$ cat config.mk
export PLATFORM = sky130hd
export DESIGN_NAME = lsf_status_flags
export DESIGN_NICKNAME = d
export VERILOG_FILES = /design/src/design/lsf_pkg.sv /design/src/design/lsf_status_flags.sv /design/src/design/lsf_hit_counter.sv /design/src/design/lsf_event_pin.sv
export SDC_FILE = /design/constraint.sdc
export NUM_CORES = 1
export LEC_CHECK = 0
export ABC_AREA = 1
export ABC_CLOCK_PERIOD_IN_PS = 2000
export BUFFER_PORTS_ARGS = -buffer_cell sky130_fd_sc_hd__buf_2
export CORE_AREA = 2 2 107 109
export DETAILED_ROUTE_END_ITERATION = 10
export DIE_AREA = 0 0 109 111
export PLACE_DENSITY = 0.76
export SYNTH_ARGS = -nofsm -noshare
export SYNTH_HDL_FRONTEND = slang
export SYNTH_SLANG_ARGS = --single-unit
$ cat constraint.sdc
create_clock -name ref_clk -period 2 [get_ports ref_clk]
set_clock_uncertainty 0.15 [all_clocks]
set_input_delay 0.1 -clock ref_clk [delete_from_list [all_inputs] [get_ports ref_clk]]
set_output_delay 0.1 -clock ref_clk [all_outputs]
set_load 0.01 [all_outputs]
$ cat src/design/lsf_pkg.sv
// shared constants for the light sensor status flag block
package lsf_pkg;
   // ==========================================
   // register offsets
   localparam logic [7:0] LSF_ADDR_STATUS = 8'h0C;
   localparam logic [7:0] LSF_ADDR_PART_ID = 8'h11;
   // ==========================================
   // status field positions
   localparam int LSF_BIT_OVERRANGE = 3;
   localparam int LSF_BIT_SAMPLE_DONE = 2;
   localparam int LSF_BIT_ABOVE = 1;
   localparam int LSF_BIT_BELOW = 0;
   localparam logic [11:0] LSF_STATUS_UPPER_ZERO = 12'h000;
   localparam logic [15:0] LSF_STATUS_RESET = 16'h0000;
   // ==========================================
   // part identification fields
   localparam logic [1:0] LSF_PART_ID_TOP_ZERO = 2'h0;
   localparam logic [1:0] LSF_PART_CODE_LOW_DEF = 2'h0;
   // arbitrary neutral value
   localparam logic [11:0] LSF_PART_CODE_HIGH_DEF = 12'h5A3;
   // ==========================================
   // field widths
   localparam int LSF_SCALE_W = 4;
   localparam int LSF_LIMIT_W = 12;
   localparam int LSF_MANT_W = 20;
   localparam int LSF_LEVEL_W = 36;
   localparam int LSF_LIMIT_PAD = 8;
   // ==========================================
   // operating modes and event pin configurations
   typedef enum logic [1:0] {
      LSF_MODE_OFF = 2'b00,
      LSF_MODE_FORCED_ONE_SHOT = 2'b01,
      LSF_MODE_ONE_SHOT = 2'b10,
      LSF_MODE_CONTINUOUS = 2'b11
   } lsf_mode_t;
   typedef enum logic [1:0] {
      LSF_EVT_LIMIT_ALERT = 2'b00,
      LSF_EVT_EACH_SAMPLE = 2'b01,
      LSF_EVT_INVALID = 2'b10,
      LSF_EVT_FOURTH_SAMPLE = 2'b11
   } lsf_evt_cfg_t;
   localparam logic [1:0] LSF_FOURTH_LAST = 2'h3;
   // ==========================================
   // consecutive hit targets
   localparam logic [3:0] LSF_HITS_1 = 4'h1;
   localparam logic [3:0] LSF_HITS_2 = 4'h2;
   localparam logic [3:0] LSF_HITS_4 = 4'h4;
   localparam logic [3:0] LSF_HITS_8 = 4'h8;

   function automatic logic [3:0] lsf_hit_target(input logic [1:0] code);
      logic [3:0] t;
      t = LSF_HITS_1;
      case (code)
         2'h1: t = LSF_HITS_2;
         2'h2: t = LSF_HITS_4;
         2'h3: t = LSF_HITS_8;
         default: t = LSF_HITS_1;
      endcase
      return t;
   endfunction : lsf_hit_target

   function automatic logic [LSF_LEVEL_W-1:0] lsf_form_level(input logic [LSF_SCALE_W-1:0] scale,
                                                              input logic [LSF_MANT_W-1:0] mant);
      logic [LSF_LEVEL_W-1:0] wide;
      wide = {{(LSF_LEVEL_W-LSF_MANT_W){1'b0}}, mant};
      return wide << scale;
   endfunction : lsf_form_level
endpackage : lsf_pkg

$ cat src/design/lsf_status_flags.sv
// status flag and part identification registers of the light sensor
`timescale 1ns/1ps
module lsf_status_flags
   import lsf_pkg::*;
#(
   parameter logic [1:0] PART_CODE_LOW = LSF_PART_CODE_LOW_DEF,
   parameter logic [11:0] PART_CODE_HIGH = LSF_PART_CODE_HIGH_DEF
)
(
   // clock and reset
   input wire logic ref_clk,
   input wire logic rst,
   // register access from the serial target
   input wire logic [7:0] reg_addr,
   input wire logic reg_rd,
   input wire logic reg_wr,
   input wire logic [15:0] reg_wdata,
   output logic [15:0] reg_rdata,
   // conversion engine results
   input wire logic conv_done,
   input wire logic conv_overflow,
   input wire logic [LSF_SCALE_W-1:0] result_scale,
   input wire logic [LSF_MANT_W-1:0] result_mantissa,
   // limit and configuration settings
   input wire logic [LSF_SCALE_W-1:0] upper_limit_scale,
   input wire logic [LSF_LIMIT_W-1:0] upper_limit_value,
   input wire logic [LSF_SCALE_W-1:0] lower_limit_scale,
   input wire logic [LSF_LIMIT_W-1:0] lower_limit_value,
   input wire logic [1:0] fault_count,
   input wire logic [1:0] op_mode,
   input wire logic event_dir_input,
   input wire logic [1:0] event_cfg,
   input wire logic event_pol_high,
   // event pin
   input wire logic event_pin_i,
   output logic event_pin_o,
   output logic event_pin_oe,
   // measurement start request
   output logic one_shot_trigger,
   // status view
   output logic overrange_indicator,
   output logic sample_done_indicator,
   output logic above_limit_indicator,
   output logic below_limit_indicator
);
   // ==========================================
   // state
   logic overrange_q;
   logic overrange_d;
   logic done_q;
   logic done_d;
   logic [15:0] rdata_q;
   logic [15:0] rdata_d;
   logic above_q;
   logic below_q;

   // ==========================================
   // address decode
   wire hit_status = (reg_addr == LSF_ADDR_STATUS);
   wire hit_part_id = (reg_addr == LSF_ADDR_PART_ID);
   wire status_read = reg_rd && hit_status;
   wire status_wr_nz = reg_wr && hit_status && (reg_wdata != 16'h0000);
   wire status_touch = status_read || status_wr_nz;

   // ==========================================
   // limit comparison
   wire [LSF_LEVEL_W-1:0] result_level = lsf_form_level(result_scale, result_mantissa);
   wire [LSF_LEVEL_W-1:0] upper_level = lsf_form_level(upper_limit_scale,
                                           {upper_limit_value, {LSF_LIMIT_PAD{1'b0}}});
   wire [LSF_LEVEL_W-1:0] lower_level = lsf_form_level(lower_limit_scale,
                                           {lower_limit_value, {LSF_LIMIT_PAD{1'b0}}});
   wire above_violate = result_level > upper_level;
   wire below_violate = result_level < lower_level;

   lsf_hit_counter u_above (
      .ref_clk(ref_clk),
      .rst(rst),
      .sample_valid(conv_done),
      .violate(above_violate),
      .hit_code(fault_count),
      .clear(status_read),
      .flag_q(above_q)
   );

   lsf_hit_counter u_below (
      .ref_clk(ref_clk),
      .rst(rst),
      .sample_valid(conv_done),
      .violate(below_violate),
      .hit_code(fault_count),
      .clear(status_read),
      .flag_q(below_q)
   );

   // ==========================================
   // sticky indicators, a new event beats a clear
   assign overrange_d = (conv_done && conv_overflow) || (overrange_q && !status_read);
   assign done_d = conv_done || (done_q && !status_touch);

   // ==========================================
   // read data
   wire [15:0] status_word = {LSF_STATUS_UPPER_ZERO, overrange_q, done_q, above_q, below_q};
   wire [15:0] part_id_word = {LSF_PART_ID_TOP_ZERO, PART_CODE_LOW, PART_CODE_HIGH};
   assign rdata_d = !reg_rd ? rdata_q :
                    hit_status ? status_word :
                    hit_part_id ? part_id_word : 16'h0000;

   always_ff @(posedge ref_clk or posedge rst) begin
      if (rst) begin
         overrange_q <= 1'b0;
         done_q <= 1'b0;
         rdata_q <= LSF_STATUS_RESET;
      end else begin
         overrange_q <= overrange_d;
         done_q <= done_d;
         rdata_q <= rdata_d;
      end
   end

   assign reg_rdata = rdata_q;
   assign overrange_indicator = overrange_q;
   assign sample_done_indicator = done_q;
   assign above_limit_indicator = above_q;
   assign below_limit_indicator = below_q;

   // ==========================================
   // event pin
   lsf_event_pin u_event (
      .ref_clk(ref_clk),
      .rst(rst),
      .event_pin_i(event_pin_i),
      .event_pin_o(event_pin_o),
      .event_pin_oe(event_pin_oe),
      .event_dir_input(event_dir_input),
      .event_cfg(event_cfg),
      .event_pol_high(event_pol_high),
      .op_mode(op_mode),
      .sample_done(conv_done),
      .ready_flag(done_q),
      .limit_alert(above_q || below_q),
      .status_read(status_read),
      .one_shot_trigger(one_shot_trigger)
   );
endmodule : lsf_status_flags

$ cat src/design/lsf_hit_counter.sv
// consecutive limit violation counter with sticky indicator
`timescale 1ns/1ps
module lsf_hit_counter
   import lsf_pkg::*;
(
   // clock and reset
   input wire logic ref_clk,
   input wire logic rst,
   // measurement stream
   input wire logic sample_valid,
   input wire logic violate,
   input wire logic [1:0] hit_code,
   // indicator control
   input wire logic clear,
   output logic flag_q
);
   logic [3:0] cnt_q;
   logic [3:0] cnt_d;
   logic flag_d;
   wire [3:0] target = lsf_hit_target(hit_code);
   wire [3:0] cnt_inc = cnt_q + 4'h1;
   wire hit = sample_valid && violate && (cnt_inc >= target);
   // ==========================================
   // counter and indicator
   assign cnt_d = !sample_valid ? cnt_q :
                  !violate ? 4'h0 :
                  (cnt_inc > target) ? cnt_q : cnt_inc;
   assign flag_d = hit || (flag_q && !clear);

   always_ff @(posedge ref_clk or posedge rst) begin
      if (rst) begin
         cnt_q <= 4'h0;
         flag_q <= 1'b0;
      end else begin
         cnt_q <= cnt_d;
         flag_q <= flag_d;
      end
   end
endmodule : lsf_hit_counter

$ cat src/design/lsf_event_pin.sv
// event pin driver and one-shot trigger detector
`timescale 1ns/1ps
module lsf_event_pin
   import lsf_pkg::*;
(
   // clock and reset
   input wire logic ref_clk,
   input wire logic rst,
   // pin
   input wire logic event_pin_i,
   output logic event_pin_o,
   output logic event_pin_oe,
   // configuration
   input wire logic event_dir_input,
   input wire logic [1:0] event_cfg,
   input wire logic event_pol_high,
   input wire logic [1:0] op_mode,
   // block events
   input wire logic sample_done,
   input wire logic ready_flag,
   input wire logic limit_alert,
   input wire logic status_read,
   output logic one_shot_trigger
);
   logic pin_prev_q;
   logic [1:0] quad_cnt_q;
   logic quad_q;
   wire one_shot = (op_mode == LSF_MODE_ONE_SHOT) || (op_mode == LSF_MODE_FORCED_ONE_SHOT);
   wire pin_active = event_pol_high ? event_pin_i : !event_pin_i;
   wire prev_active = event_pol_high ? pin_prev_q : !pin_prev_q;
   wire quad_set = sample_done && (quad_cnt_q == LSF_FOURTH_LAST);
   wire assert_evt = (event_cfg == LSF_EVT_EACH_SAMPLE) ? ready_flag :
                     (event_cfg == LSF_EVT_FOURTH_SAMPLE) ? quad_q :
                     (event_cfg == LSF_EVT_LIMIT_ALERT) ? limit_alert : 1'b0;
   // ==========================================
   // pin drive: open drain, pulled up outside
   assign event_pin_o = 1'b0;
   assign event_pin_oe = !event_dir_input && (event_pol_high ? !assert_evt : assert_evt);
   assign one_shot_trigger = event_dir_input && one_shot && pin_active && !prev_active;

   always_ff @(posedge ref_clk or posedge rst) begin
      if (rst) begin
         pin_prev_q <= 1'b1;
         quad_cnt_q <= 2'h0;
         quad_q <= 1'b0;
      end else begin
         pin_prev_q <= event_pin_i;
         quad_cnt_q <= sample_done ? quad_cnt_q + 2'h1 : quad_cnt_q;
         quad_q <= quad_set || (quad_q && !status_read);
      end
   end
endmodule : lsf_event_pin

==> results.txt <==
Worst endpoint data arrival time - 2550 ps
Die area - 12,100 um^2
CTS clk-pin slew, worst paths - 60 ps
PortBufs - 108
Post-Synthesis Cells - 832
Total power of the final layout - 0.003546 W
RSZ-0062 raised after global routing - true
Total congestion overflow - 0
Leak pwr - 3.827 nW
Most Frequent Cell on Critical Path - nand2_1
Final max-slew violation count - 0
Antenna Nets Post-Route - 0
Ant. Diodes - 0
CTS tree - done
Total track usage - 0.2359
CP Class - in2reg
Setup TNS - -5262 ps
Main synth FF type - dfrtp_1
EDFF count, synth - 0
Synthesized flop and latch total - 21
Crit path time final - 2559 ps
Die width - 109 um
Worst-path maximum fanout - 7
Cell class contributing the biggest share of worst-path delay - simple AND/OR/NAND/NOR gates
Post-DR wirelength/cell - 12.94 um
WP buf/inv - 4
Ys Warns - 0
Post-Syn Area - 4781 um^2
Layout area overhead - 51.48%
Max stage delay on crit path - 320 ps
Initial antenna violation count - 0
Peak supply drop - 0.5856 mV
CP required - 1990 ps
Tightest Pin Transition - 793.7 ps
Min-delay worst type - in2reg
First-pass GRT wire length - 24,160 um
Final setup viols - 10
Share of layout cells above drive strength 1 - 0.3813
Period utilization - 1.280
Endpoints failing hold - 0
Number of max-cap violations - 0
Routed vias/inst - 5.225
Async SR Flop Fraction - 1.000
Sequential share of the synthesized area - 0.1102
Pwr/cell area - 489.7 nW/um^2
Netlist cell types - 44
Most frequent cells in the layout - nand2_1, buf_4, buf_2, ha_1, nand3_1
Nets@finish - 1,218
Root buf cell - clkbuf_16
# H-tree levels - 1
Critical path startpoint category - input port
Vias - 6,270
Total Wirelength - 15,530 um
Chip height - 111 um
Final WS setup - -559.1 ps
Crit path max-delay cell type - ha_1
Violated checks - setup timing
Initial Util - 0.4316
Worst Setup End Kind - flip-flop
Core box area - 11,080 um^2
Iter 0 DRT Violations - 495
Leading cell type in the layout, fill and taps excluded - nand2_1
Latest clock arrival within the worst-skew pair - 250 ps
Rows - 39
Total clock sinks - 21
Mean Syn Cell Area - 5.746 um^2
# IOs - 118
Clk buf depth - 2
Hpwl dp - 11,810 um
DRT Pass-1 Iters - 7
Vias in the first global route - 5,742
R2r setup slk - -440 ps
Total CTS buffers - 3
Residual DRC - 0
Outcome - finished with violations
Crit path cell chain - buf_12, buf_12, buf_8, nand2_1, nand2_2, o21ai_2, mux2i_2, nand2_1, o21ai_2, buf_4, ha_1, a21oi_2, o211ai_1, nand2_1, o2111ai_2, nand2_1, nand2_2, nand3_4, nand2_8, nand2_2, nand2_1
Final GP Congestion - 0.9110
Relative slew margins - 0.4703
Largest net degree at the start of global routing - 22
FMAX - 390.8 MHz
==> synth_stat cells, drive strengths merged, types with 2 or more instances <==
library cell  number  area share
nor3               8      0.0084
a211oi             5      0.0079
clkinv             4      0.0031
o21ai            118        0.13
and2               4      0.0063
nand3b             2      0.0031
nand4             12       0.016
ha                65        0.17
nor2              41       0.033
xnor2              2      0.0037
dfrtp             20        0.10
mux2i             11       0.023
o21bai             2      0.0031
buf               24       0.032
xor2               4      0.0073
nor4               6      0.0079
nand3             62       0.067
a21oi             28       0.029
nand2            309        0.24
inv               54       0.042
a21o               3      0.0047
a31oi              5      0.0065
clkbuf            23       0.018
o211ai             4      0.0063
or2                7      0.0092
o21a               2      0.0031
==> metrics by stage <==
stage	hold slack [ps]	cell area (um^2)	util	cells	setup slack, ps
6_report	22.55	7242	0.6538	1200	-559.1
5_1_grt	70.44	7242	0.6538	1200	-730.5
4_1_cts	21.77	6718	0.6065	1193	-569.2
3_5_place_dp	76.32	6379	0.5759	1179	-1080
3_3_place_gp	75.09	6379	0.5759	1179	-966.2
2_1_floorplan	-74.21	4868	-	840	-452.0
==> worst register-to-register path, cell delays in order, from the launching register on <==
cell and delay [ps]:
dfrtp_1 430, ha_1 210, xnor2_1 160, inv_1 80, ha_1 270, nand2_1 60, inv_1 50, a221oi_1 390
a31oi_1 150, nand3_4 140, nand2_8 90, nand2_2 90, nand2_1 60
==> power breakdown <==
group / internal, W / total (W) / leakage, nW / switching (W)
sequential: 0.000499 / 0.000568 / 0.256 / 0.0000692
clock: 0.000272 / 0.000424 / 0.0382 / 0.000152
combinational: 0.00119 / 0.00255 / 3.53 / 0.00136
==> worst paths after layout <==
kind | startpoint | endpoint | cells past startpoint
max reg2reg | u_above.cnt_q[1] | u_above.cnt_q[0] | 12
min in group asynchronous | rst | u_above.cnt_q[1] | 3
min | reg_rd | reg_rdata[8] | 4
max | result_scale[0] | u_above.cnt_q[0] | 21
min reg2reg | u_event.quad_cnt_q[1] | u_event.quad_cnt_q[1] | 2
max in group asynchronous | rst | sample_done_indicator | 3
==> what timing repair did <==
action                     4_1_cts  5_1_grt
resized for setup               69      144
setup endpoints to repair       10       10
gates cloned                     1        1
buffers inserted                 5        7
hold endpoints to repair        23        0
pin swaps                       29       72
hold buffers                     4        0
==> area by class of cell <==
class                   count  area (um^2)
multi-input cells         714         4400
fillers                   926         3835
repair buffers            259         1804
flip-flops and latches     21        526.8
inverters                  58        245.2
well taps                 143        178.9
clock buffers               4        78.83
repair inverters            1        7.507
==> metal layers <==
metal | vias up | share of wire | track usage
li1 | 3241 | - | -
met1 | 2837 | 0.43 | 0.2976
met2 | 168 | 0.51 | 0.4402
met4 | 0 | 0.020 | 0.04615
met3 | 24 | 0.039 | 0.007055
met5 | - | 0 | 0
==> kinds of logic after synthesis <==
kind of cell,synth area share
AND/OR/NAND/NOR,0.3957
AO/OA/AOI/OAI,0.1934
XOR/XNOR,0.01099
multiplexers,0.02303
flip-flops,0.1102
buffers and inverters,0.09578
other,0.0007844
adder cells (fa/ha/maj),0.1701
==> state kept, by name, indices dropped and copies added, names as in the netlist <==
| signal | count |
|---|---|
| u_below.cnt_q | 4 |
| u_event.quad_q | 1 |
| u_above.flag_q | 1 |
| u_below.flag_q | 1 |
| sample_done_indicator | 1 |
| reg_rdata | 5 |
| overrange_indicator | 1 |
| u_above.cnt_q | 4 |
| u_event.pin_prev_q | 1 |
| u_event.quad_cnt_q | 2 |
No activity file was read; power rests on OpenSTA's default activity.
